**src/logic/amcl_defs.vh**
```
// Constants for the converter mode and control logic.
// Assumes one 125 MHz clock; all pins synchronous to it.
// Notes on behaviour
// - Reference outputs toggle at sample clock over four
// - Alignment register bit 1 enables outputs; reset off
// - Follower aligns divider to reference input, delay adjustable
// - Pin mode: dual-edge pin selects interleaved sampling
// - Extended mode: interleave from main bit 7
// - Wait-select pin picks long or short calibration wait
// - Low then high on request starts calibration
// - Request high at power-on holds off auto calibration
// - Extended mode: request is pin OR bit 15
// - Trim active high exactly while calibration runs
// - Sleep pins power channels down in every mode
// - Extended mode: sleep OR bits 11 and 10
// - Pattern from pin, or only bit 12 extended
// - Unsplit output comes only from its pin
// - Span from pin, or per-channel registers extended
// - Strobe phase matters only in demultiplexed mode
// - Extended mode: phase from bit 14, reset zero
// - Enable low: serial register control active
// - Enable high: serial port off, registers defaulted
// - Select low shifts data; high tristates output
`ifndef AMCL_DEFS_VH
`define AMCL_DEFS_VH
`define AMCL_ADDR_MAIN      4'h0
`define AMCL_ADDR_SPAN_I    4'h3
`define AMCL_ADDR_SPAN_Q    4'hB
`define AMCL_ADDR_ALIGN     4'hE
`define AMCL_RST_MAIN       16'h0000
`define AMCL_RST_SPAN       16'h0000
`define AMCL_RST_ALIGN      16'h0000
`define AMCL_BIT_CAL        15
`define AMCL_BIT_PHASE      14
`define AMCL_BIT_PATTERN    12
`define AMCL_BIT_SLEEP_I    11
`define AMCL_BIT_SLEEP_Q    10
`define AMCL_BIT_INTERLEAVE 7
`define AMCL_BIT_REF_EN     1
`define AMCL_BIT_FOLLOWER   0
`define AMCL_DELAY_LSB      8
`define AMCL_FRAME_BITS     21
`define AMCL_WAIT_LONG      24'h000400
`define AMCL_WAIT_SHORT     24'h000100
`define AMCL_CAL_CYCLES     24'h000200
`endif

```
**src/logic/amcl_serial_port.v**
```verilog
// Serial register port: one read/write flag, 4-bit address, 16-bit data.
// Assumes serial clock and select sampled in the system clock domain.
`timescale 1ns/1ps
`include "amcl_defs.vh"
module amcl_serial_port (
    clock,
    reset_n,
    port_enable,
    serial_select_n,
    serial_clock,
    serial_in,
    read_data,
    serial_out,
    serial_out_en,
    wr_strobe,
    wr_addr,
    wr_data,
    rd_addr
);
    input             clock;
    input             reset_n;
    input             port_enable;
    input             serial_select_n;
    input             serial_clock;
    input             serial_in;
    input      [15:0] read_data;
    output reg        serial_out;
    output reg        serial_out_en;
    output reg        wr_strobe;
    output reg [3:0]  wr_addr;
    output reg [15:0] wr_data;
    output     [3:0]  rd_addr;

    reg  [4:0]  count_r;
    reg  [20:0] shift_r;
    reg  [15:0] out_r;
    reg         sclk_d_r;
    wire        active;
    wire        rise;
    wire        fall;

    assign active  = port_enable & ~serial_select_n;
    assign rise    = serial_clock & ~sclk_d_r;
    assign fall    = ~serial_clock & sclk_d_r;
    assign rd_addr = {shift_r[2:0], serial_in};

    // ****************************************
    // Shift engine
    // ****************************************
    always @(posedge clock or negedge reset_n) begin
        if (!reset_n) begin
            count_r       <= 5'h00;
            shift_r       <= 21'h000000;
            out_r         <= 16'h0000;
            sclk_d_r      <= 1'b0;
            serial_out    <= 1'b0;
            serial_out_en <= 1'b0;
            wr_strobe     <= 1'b0;
            wr_addr       <= 4'h0;
            wr_data       <= 16'h0000;
        end else begin
            sclk_d_r      <= serial_clock;
            wr_strobe     <= 1'b0;
            serial_out_en <= active;
            if (!active) begin
                count_r <= 5'h00;
            end else if (rise && count_r < `AMCL_FRAME_BITS) begin
                shift_r <= {shift_r[19:0], serial_in};
                count_r <= count_r + 5'h01;
                if (count_r == 5'h04) begin
                    out_r <= read_data;
                end
                if (count_r == 5'h14 && !shift_r[19]) begin
                    wr_strobe <= 1'b1;
                    wr_addr   <= shift_r[18:15];
                    wr_data   <= {shift_r[14:0], serial_in};
                end
            end else if (fall && count_r > 5'h04) begin
                serial_out <= out_r[15];
                out_r      <= {out_r[14:0], 1'b0};
            end
        end
    end
endmodule // amcl_serial_port

```
**src/logic/amcl_cal_seq.v**
```verilog
// Calibration sequencer: power-on wait, request edges, run period.
// Assumes request is already combined from pin and register bit.
`timescale 1ns/1ps
`include "amcl_defs.vh"
module amcl_cal_seq (
    clock,
    reset_n,
    cal_request,
    cal_wait_select,
    trim_active
);
    input      clock;
    input      reset_n;
    input      cal_request;
    input      cal_wait_select;
    output reg trim_active;

    localparam ST_START = 2'b00;
    localparam ST_WAIT  = 2'b01;
    localparam ST_IDLE  = 2'b10;
    localparam ST_RUN   = 2'b11;

    reg [1:0]  state_r;
    reg [23:0] count_r;
    reg        req_d_r;
    reg        armed_r;
    reg        hold_r;

    // ****************************************
    // Sequencer
    // ****************************************
    always @(posedge clock or negedge reset_n) begin
        if (!reset_n) begin
            state_r     <= ST_START;
            count_r     <= 24'h000000;
            req_d_r     <= 1'b0;
            armed_r     <= 1'b0;
            hold_r      <= 1'b0;
            trim_active <= 1'b0;
        end else begin
            req_d_r <= cal_request;
            if (!cal_request) begin
                armed_r <= 1'b1;
            end
            case (state_r)
                ST_START: begin
                    armed_r <= ~cal_request;
                    hold_r  <= cal_request;
                    count_r <= cal_wait_select ? `AMCL_WAIT_LONG : `AMCL_WAIT_SHORT;
                    state_r <= ST_WAIT;
                end
                ST_WAIT: begin
                    if (hold_r) begin
                        if (armed_r && cal_request && !req_d_r) begin
                            count_r     <= `AMCL_CAL_CYCLES;
                            trim_active <= 1'b1;
                            armed_r     <= 1'b0;
                            hold_r      <= 1'b0;
                            state_r     <= ST_RUN;
                        end
                    end else if (count_r == 24'h000000) begin
                        count_r     <= `AMCL_CAL_CYCLES;
                        trim_active <= 1'b1;
                        state_r     <= ST_RUN;
                    end else begin
                        count_r <= count_r - 24'h000001;
                    end
                end
                ST_IDLE: begin
                    if (armed_r && cal_request && !req_d_r) begin
                        count_r     <= `AMCL_CAL_CYCLES;
                        trim_active <= 1'b1;
                        armed_r     <= 1'b0;
                        state_r     <= ST_RUN;
                    end
                end
                ST_RUN: begin
                    if (count_r == 24'h000000) begin
                        trim_active <= 1'b0;
                        armed_r     <= ~cal_request;
                        state_r     <= ST_IDLE;
                    end else begin
                        count_r <= count_r - 24'h000001;
                    end
                end
                default: state_r <= ST_START;
            endcase
        end
    end
endmodule // amcl_cal_seq

```
**src/logic/amcl_top.v**
```verilog
// Mode and control logic: pin or register selected modes, reference outputs.
// Assumes all pins synchronous to the 125 MHz clock.
`timescale 1ns/1ps
`include "amcl_defs.vh"
module amcl_top (
    clock,
    reset_n,
    ext_ctrl_enable_n,
    dual_edge_sampling_select,
    cal_wait_select,
    trim_cycle_request,
    chan_i_sleep,
    chan_q_sleep,
    fixed_pattern_select,
    output_unsplit_select,
    input_span_select,
    strobe_phase_select,
    sync_ref_in,
    serial_select_n,
    serial_clock,
    serial_in,
    serial_out,
    serial_out_en,
    trim_active,
    interleave_mode,
    chan_i_power_down,
    chan_q_power_down,
    pattern_mode,
    unsplit_mode,
    span_i,
    span_q,
    strobe_phase_90,
    sync_ref_out_a,
    sync_ref_out_b,
    ref_delay
);
    input             clock;
    input             reset_n;
    input             ext_ctrl_enable_n;
    input             dual_edge_sampling_select;
    input             cal_wait_select;
    input             trim_cycle_request;
    input             chan_i_sleep;
    input             chan_q_sleep;
    input             fixed_pattern_select;
    input             output_unsplit_select;
    input             input_span_select;
    input             strobe_phase_select;
    input             sync_ref_in;
    input             serial_select_n;
    input             serial_clock;
    input             serial_in;
    output            serial_out;
    output            serial_out_en;
    output            trim_active;
    output reg        interleave_mode;
    output reg        chan_i_power_down;
    output reg        chan_q_power_down;
    output reg        pattern_mode;
    output reg        unsplit_mode;
    output reg [15:0] span_i;
    output reg [15:0] span_q;
    output reg        strobe_phase_90;
    output reg        sync_ref_out_a;
    output reg        sync_ref_out_b;
    output reg [7:0]  ref_delay;

    reg  [15:0] main_mode_control_r;
    reg  [15:0] i_channel_input_range_r;
    reg  [15:0] q_channel_input_range_r;
    reg  [15:0] multi_chip_alignment_control_r;
    reg  [1:0]  div_r;
    reg         ref_in_d_r;
    reg  [15:0] rd_data;
    wire        extended_control_mode;
    wire        wr_strobe;
    wire [3:0]  wr_addr;
    wire [15:0] wr_data;
    wire [3:0]  rd_addr;
    wire        follower;

    assign extended_control_mode = ~ext_ctrl_enable_n;
    assign follower = multi_chip_alignment_control_r[`AMCL_BIT_FOLLOWER];

    // ****************************************
    // Serial port and calibration
    // ****************************************
    amcl_serial_port u_port (
        .clock           (clock),
        .reset_n         (reset_n),
        .port_enable     (extended_control_mode),
        .serial_select_n (serial_select_n),
        .serial_clock    (serial_clock),
        .serial_in       (serial_in),
        .read_data       (rd_data),
        .serial_out      (serial_out),
        .serial_out_en   (serial_out_en),
        .wr_strobe       (wr_strobe),
        .wr_addr         (wr_addr),
        .wr_data         (wr_data),
        .rd_addr         (rd_addr)
    );

    amcl_cal_seq u_cal (
        .clock           (clock),
        .reset_n         (reset_n),
        .cal_request     (trim_cycle_request |
                          (extended_control_mode & main_mode_control_r[`AMCL_BIT_CAL])),
        .cal_wait_select (cal_wait_select),
        .trim_active     (trim_active)
    );

    always @* begin
        case (rd_addr)
            `AMCL_ADDR_MAIN:   rd_data = main_mode_control_r;
            `AMCL_ADDR_SPAN_I: rd_data = i_channel_input_range_r;
            `AMCL_ADDR_SPAN_Q: rd_data = q_channel_input_range_r;
            `AMCL_ADDR_ALIGN:  rd_data = multi_chip_alignment_control_r;
            default:           rd_data = 16'h0000;
        endcase
    end

    // ****************************************
    // Register bank
    // ****************************************
    always @(posedge clock or negedge reset_n) begin
        if (!reset_n) begin
            main_mode_control_r            <= `AMCL_RST_MAIN;
            i_channel_input_range_r        <= `AMCL_RST_SPAN;
            q_channel_input_range_r        <= `AMCL_RST_SPAN;
            multi_chip_alignment_control_r <= `AMCL_RST_ALIGN;
        end else if (!extended_control_mode) begin
            main_mode_control_r            <= `AMCL_RST_MAIN;
            i_channel_input_range_r        <= `AMCL_RST_SPAN;
            q_channel_input_range_r        <= `AMCL_RST_SPAN;
            multi_chip_alignment_control_r <= `AMCL_RST_ALIGN;
        end else if (wr_strobe) begin
            case (wr_addr)
                `AMCL_ADDR_MAIN:   main_mode_control_r <= wr_data;
                `AMCL_ADDR_SPAN_I: i_channel_input_range_r <= wr_data;
                `AMCL_ADDR_SPAN_Q: q_channel_input_range_r <= wr_data;
                `AMCL_ADDR_ALIGN:  multi_chip_alignment_control_r <= wr_data;
                default:           main_mode_control_r <= main_mode_control_r;
            endcase
        end
    end

    // ****************************************
    // Mode selection
    // ****************************************
    always @(posedge clock or negedge reset_n) begin
        if (!reset_n) begin
            interleave_mode   <= 1'b0;
            chan_i_power_down <= 1'b0;
            chan_q_power_down <= 1'b0;
            pattern_mode      <= 1'b0;
            unsplit_mode      <= 1'b0;
            span_i            <= 16'h0000;
            span_q            <= 16'h0000;
            strobe_phase_90   <= 1'b0;
            ref_delay         <= 8'h00;
        end else if (extended_control_mode) begin
            interleave_mode   <= main_mode_control_r[`AMCL_BIT_INTERLEAVE];
            chan_i_power_down <= chan_i_sleep | main_mode_control_r[`AMCL_BIT_SLEEP_I];
            chan_q_power_down <= chan_q_sleep | main_mode_control_r[`AMCL_BIT_SLEEP_Q];
            pattern_mode      <= main_mode_control_r[`AMCL_BIT_PATTERN];
            unsplit_mode      <= output_unsplit_select;
            span_i            <= i_channel_input_range_r;
            span_q            <= q_channel_input_range_r;
            strobe_phase_90   <= ~output_unsplit_select &
                                 main_mode_control_r[`AMCL_BIT_PHASE];
            ref_delay         <= multi_chip_alignment_control_r[15:8];
        end else begin
            interleave_mode   <= dual_edge_sampling_select;
            chan_i_power_down <= chan_i_sleep;
            chan_q_power_down <= chan_q_sleep;
            pattern_mode      <= fixed_pattern_select;
            unsplit_mode      <= output_unsplit_select;
            span_i            <= {15'h0000, input_span_select};
            span_q            <= {15'h0000, input_span_select};
            strobe_phase_90   <= ~output_unsplit_select & strobe_phase_select;
            ref_delay         <= 8'h00;
        end
    end

    // ****************************************
    // Reference clock divider
    // ****************************************
    always @(posedge clock or negedge reset_n) begin
        if (!reset_n) begin
            div_r          <= 2'b00;
            ref_in_d_r     <= 1'b0;
            sync_ref_out_a <= 1'b0;
            sync_ref_out_b <= 1'b0;
        end else begin
            ref_in_d_r <= sync_ref_in;
            if (follower && sync_ref_in && !ref_in_d_r) begin
                div_r <= 2'b01;
            end else begin
                div_r <= div_r + 2'b01;
            end
            if (multi_chip_alignment_control_r[`AMCL_BIT_REF_EN]) begin
                sync_ref_out_a <= ~div_r[1];
                sync_ref_out_b <= ~div_r[1];
            end else begin
                sync_ref_out_a <= 1'b0;
                sync_ref_out_b <= 1'b0;
            end
        end
    end
endmodule // amcl_top

```
**config.mk**
```make
export PLATFORM = sky130hd
export DESIGN_NAME = amcl_top
export DESIGN_NICKNAME = d
export VERILOG_FILES = /design/src/logic/amcl_serial_port.v /design/src/logic/amcl_cal_seq.v /design/src/logic/amcl_top.v
export VERILOG_INCLUDE_DIRS = /design/src /design/src/logic
export SDC_FILE = /design/constraint.sdc
export NUM_CORES = 1
export LEC_CHECK = 0
export ABC_AREA = 1
export BUFFER_PORTS_ARGS = -buffer_cell sky130_fd_sc_hd__buf_4
export CORE_ASPECT_RATIO = 0.7
export CORE_MARGIN = 8
export CORE_UTILIZATION = 30
export CTS_BUF_LIST = sky130_fd_sc_hd__clkbuf_8 sky130_fd_sc_hd__clkbuf_16
export DETAILED_ROUTE_END_ITERATION = 8
export PLACE_DENSITY = 0.54
export SETUP_SLACK_MARGIN = 0.05
export SLEW_MARGIN = 30
export SYNTH_ARGS = -nofsm -noshare
export SYNTH_HDL_FRONTEND = slang
export SYNTH_SLANG_ARGS = --single-unit
```
**constraint.sdc**
```tcl
create_clock -name clock -period 1.6 [get_ports clock]
set_clock_uncertainty 0.1 [all_clocks]
set_input_delay 0.32 -clock clock [delete_from_list [all_inputs] [get_ports clock]]
set_output_delay 0.32 -clock clock [all_outputs]
set_load 0.005 [all_outputs]
```
-- Word level (Yosys, flattened, before mapping)
Cells that the tools add are included.
- add/sub/neg operators: 3
- multiply operators: 0
- divide/modulo/power cells: 0
- magnitude comparators: 2
- eq/ne operators: 16
- shifts and indexed selects: 0
- mux-type cells: 55
- bitwise gates (word level): 17
- reductions and logical operators: 32
- operator list (kind ; number):
    16-bit two-way mux ; 17
    24-bit two-way mux ; 4
    24-bit case mux with 4 select lines ; 1
    16-bit case mux with 4 select lines ; 1
    24-bit logical NOT ; 1
    24-bit by 1-bit subtractor with 24-bit output, second input constant ; 1
    1-bit two-way mux ; 19
    4-bit equality test, second input constant ; 4
    2-bit nonzero test ; 7
    2-bit AND reduction ; 6
    3-bit AND reduction ; 4
    11-bit two-way mux ; 1
    2-bit two-way mux ; 5
    5-bit two-way mux ; 2
    4-bit by 2-bit equality test with 1-bit output, second input constant ; 2
    4-bit logical NOT ; 2
    8-bit two-way mux ; 1
    1-bit NOT ; 8
    2-bit case mux with 4 select lines ; 1
    1-bit logical AND ; 7
    1-bit bitwise AND ; 6
    2-bit != test, second input constant ; 3
    5-bit by 1-bit adder with 5-bit output, second input constant ; 1
    5-bit by 3-bit equality test with 1-bit output, second input constant ; 1
    other kinds (15) ; 20
- bits in registers: 209
- bits in latches: 0
- RAM bits: 0
- bits in read-only memories: 0
- bits of input ports: 16
- output and inout port bits: 51
- logic and storage cells: 156
- memories: 0

-- Logic depth before layout (Yosys ltp)
- depth after elaboration: 8
- mapped depth: 11
- gate-level depth less buffers: 10

-- By module
Synthesis repeated with hierarchy kept, for this count alone.
- cells, all modules: 1263
- area total of the unflattened synthesis: 10123.5 sq um
- modules (own cells, without submodules) (module ; times used ; cells each ; area an instance (sq um) ; sequential area each (sq um)):
    amcl_top ; 1 ; 643 ; 5112.4 ; 2852.7
    amcl_serial_port ; 1 ; 354 ; 3078.0 ; 1626.6
    amcl_cal_seq ; 1 ; 266 ; 1933.1 ; 750.7

-- Worst setup path after synthesis
No wires, ideal clock.
- kind: register -> register
- start: register u_cal.count_r[0]
- end: register u_cal.count_r[14]
- library setup time: 0.140 ns
- arrival time: 1.371 ns
- data required time: 1.360 ns
- setup slack: -0.012 ns
- stages on the path, launching flop included: 11
- buffers on the path: 1
- clock period less this slack: 1.612 ns
- cell sequence: dfrtp_1 -> inv_1 -> ha_1 -> nand3_1 -> nor2_1 -> nand3_2 -> nand3_2 -> nand2_1 -> buf_6 -> nand2_1 -> a21oi_1
- word-level cells in the longest chain between the ends: 4
- elaborated cells on any way between the ends: 7
- those cells by class: add/sub: 1; eq/ne: 1; mux: 4; reduce/logical: 1
- RTL lines (element ; line ; text):
    from (decl) ; amcl_cal_seq.v:24 ; reg [23:0] count_r;
    from (signal assigned) ; amcl_cal_seq.v:49 ; count_r <= cal_wait_select ? `AMCL_WAIT_LONG : `AMCL_WAIT_SHORT;
    from (signal assigned) ; amcl_cal_seq.v:55 ; count_r <= `AMCL_CAL_CYCLES;
    from (signal assigned) ; amcl_cal_seq.v:62 ; count_r <= `AMCL_CAL_CYCLES;
    24-bit by 1-bit subtractor with 24-bit output / 24-bit logical NOT (equally long branches) ; n/a ;
    24-bit two-way mux ; amcl_cal_seq.v:61 ; end else if (count_r == 24'h000000) begin
    24-bit two-way mux ; amcl_cal_seq.v:53 ; if (hold_r) begin
    24-bit case mux with 4 select lines ; amcl_cal_seq.v:45 ; case (state_r)
Parallel ways exist; a longest one is shown, timed or not. The select of a mux whose other input is x is not followed.
A chain may end at the register's enable or synchronous reset.

-- Worst setup path after layout
- start: register u_cal.count_r[0]
- end: register u_cal.count_r[6]
The elaborated chain is that of the path after synthesis.

==> run metrics <==
Final Hold Fails=0; CP Data Arrival Time=1.99 ns; Clock Tree Root=clkbuf_16; reg2reg start=u_cal.count_r[0]$_DFFE_PN0P_; Layout area overhead=38.6%; WL/cell=approximately 15 µm; Core Box Area=between 0.02 and 0.03 mm²; RSZ-0062 raised after global routing=yes; Die Y=between 150 and 200 µm; CP cell instances=inv_2 > ha_4 > nand3_2 > nor2_4 > nand3_4 > nand3_4 > nand2_4 > buf_6 > nand2_2 > a21oi_2; fill count=between 2,000 and 3,000; fin crit share=106%; share of cells above drive strength 1=30.7%; IO Port Bufs=between 60 and 70; synthesized cell area=slightly above 0.009 mm²; largest net degree at the start of global routing=45; min Tclk post-route=1.70 ns; Slew headroom=73.9%; #FFs+latches synth=209; Hold Path Class=in2reg; P_sw=2.69 mW; htree depth=1; DRT iter0 DRCs=approximately 610; remaining antenna violation count after routing=0; Min Hold Slack=approximately 0.014 ns; Post-Route WL=25,900 µm; vias in the first global route=between 7,000 and 8,000; Max Slew Vio Count=0; drt first pass iters=4; clock network power share=roughly 44%; CTS tree=yes; # rows=53; Mapped Nets=between 1,000 and 1,500; slowest CP cell=dfrtp_1; worst skew pair latency=between 0.5 and 0.6 ns; number of diodes=0; Residual DRC=0; most common cell after layout, fill and taps aside=nand2_1; dpl cells=1,619; first-pass GRT wire length=slightly above 40,000 µm; Synth area leader=dfrtp_1; register-to-register setup slack=-0.10 ns; CP Class=reg2reg; Gate Count Post-Synth=around 1,100; Total GRT Usage=roughly 14%; FF-to-FF path depth=10; Crit path max-delay family=simple AND/OR/NAND/NOR gates; max_cap viols=0; Worst EP required=about 1.9 ns; fin util=roughly 42%; Vias=roughly 7,700; WP buf/inv=2; Startpoint Class=register; Cell Int Power=roughly 8.5 mW; hold path start=serial_select_n; I/O Pins=between 60 and 70; crit-path max cell delay=0.40 ns; Leak=5.82 nW; Non-Filler Instances=~1,700; Die X=about 220 µm; fin nets=between 1,000 and 1,500; initial antenna violation count=0; Hold Path Depth=3; Worst setup EP type=register; gpl congestion=between 0.8 and 0.9; f_max=588 MHz; Crit path depth=10; GRT Residual Overflow=0; Max VDD drop=a little over 0.6 mV; Crit. Startpoint=u_cal.count_r[0]$_DFFE_PN0P_; FF/Latch Area=about 0.0052 mm²; sw frac=about a quarter; Setup Slack @ Placement=-0.179 ns; total clock buffers created by CTS=23; failing checks=negative setup slack; setup tns final=-1.60 ns; post-synth cell types=36; Seq/Total Area, Yosys=roughly 58%; reg-to-reg endpoint=u_cal.count_r[6]$_DFFE_PN0P_; Yosys warnings=0; die area=between 0.03 and 0.04 mm²; CP dominant cell by count=nand3_4; share of the synthesized area in the top cell type=around 58%; area of the multi-input gates=~0.0037 mm²; syn_area_per_cell=around 8.7 µm²; top cells by area, synth=dfrtp_1 (58%), nand2_1 (11%), o21ai_0 (6.4%); worst-path fanout max=6; Comb pwr share=between 6 and 7%; pwr dens=a little under 900 mW/mm²; setup ws final=-0.100 ns; vias per cell=roughly 4.6; worst slew pin tran=0.391 ns; Initial Utilization=just over 30%; Seq pwr share=49.1%; setup violators final=34; status=finished, violations left; Hold Path Sink=u_port.serial_out_en$_DFF_PN0_; Longest Clk Path Bufs=3; most frequent cells in the layout=nand2_1 (228), dfrtp_1 (205), buf_4 (185); HPWL after DPL=~18,000 µm; clock transition at the registers of the reported paths=approximately 0.06 ns; CTS Sinks=about 210
[layer usage]
| metal | up-vias | share of wire, % | global-route usage [%] |
|---|---|---|---|
| li1 | 3776 | - | - |
| met1 | 3723 | 50 | 21.0 |
| met2 | 207 | 43 | 20.6 |
| met3 | 34 | 5.1 | 2.08 |
| met4 | 0 | 1.6 | 3.11 |
| met5 | - | 0 | 0 |
[cell type report]
cell class,count,area share [%]
well taps,412,4.09
clock buffers,27,5.01
repair buffers,223,15.3
inverters,131,3.99
clock inverters,14,0.655
flip-flops and latches,209,41.6
multi-input cells,676,29.4
[repair_timing]
item / CTS / global route
gates resized for setup: 86 / 93
cloned: 0 / 1
setup buffers: 14 / 7
endpoints found under the setup margin: 64 / 120
hold endpoints to repair: 208 / 0
pin swaps: 31 / 30
hold buffers: 10 / 0
[sequential cells by signal, summed over array words and instances (netlist names), 2 cells and up]
register                        flops
u_cal.count_r                      24
u_port.count_r                      5
u_port.wr_data                     16
u_port.wr_addr                      4
main_mode_control_r                16
u_port.shift_r                     20
div_r                               2
u_cal.state_r                       2
i_channel_input_range_r            16
multi_chip_alignment_control_r     16
u_port.out_r                       16
q_channel_input_range_r            16
span_q                             16
span_i                             16
ref_delay                           8
[worst min-delay path: cells and delay by family]
family                 cells  cell delay (ns)
buffers and inverters      2             0.22
and+or+nand+nor            1             0.04
[worst max path at each step]
stage,endpoint
floorplan,u_cal.count_r[14]$_DFFE_PN0P_
global placement,u_cal.count_r[20]$_DFFE_PN0P_
detailed placement,u_cal.count_r[2]$_DFFE_PN0P_
CTS,u_cal.count_r[19]$_DFFE_PN0P_
global route,u_cal.count_r[14]$_DFFE_PN0P_
finish,u_cal.count_r[6]$_DFFE_PN0P_
[stage by stage]
| step | total power [mW] | area [µm²] |
|---|---|---|
| floorplan | 5.84 | 9100 |
| global placement | 6.28 | 11000 |
| detailed placement | 6.29 | 11000 |
| CTS | 11.3 | 12200 |
| global route | 11.7 | 12600 |
| finish | 11.2 | 12600 |
[cell usage after synthesis, drive strengths merged]
| library cell | n |
|---|---|
| o21a | 1 |
| inv | 131 |
| nand2 | 272 |
| a31oi | 1 |
| a21oi | 23 |
| dfrtp | 209 |
| o21ai | 141 |
| ha | 4 |
| nor2 | 124 |
| xor2 | 11 |
| nor4 | 1 |
| xnor2 | 6 |
| clkbuf | 14 |
| nor3b | 2 |
| o21bai | 2 |
| mux2 | 2 |
| o22ai | 29 |
| nor3 | 10 |
| nand4 | 7 |
| a211oi | 1 |
| or2 | 1 |
| o211ai | 2 |
| nand3 | 36 |
| buf | 20 |
[logic make-up after synthesis]
group,Yosys count,synth area share (%)
AO/OA/AOI/OAI,200,11.8
XOR/XNOR,17,1.64
adder cells (fa/ha/maj),4,0.551
buffers and inverters,165,7.42
flip-flops,209,57.5
multiplexers,2,0.248
AND/OR/NAND/NOR,453,20.8
[power by group through the flow]
stage                     clock (mW)  sequential, mW  combinational (mW)
after floorplan                    0            5.59               0.252
after global placement             0            5.60               0.677
after detailed placement           0            5.61               0.681
after CTS                       5.11            5.51               0.726
after global routing            5.36            5.53               0.813
final                           4.99            5.52               0.728
Note: power is estimated with default switching activity, not from simulation.
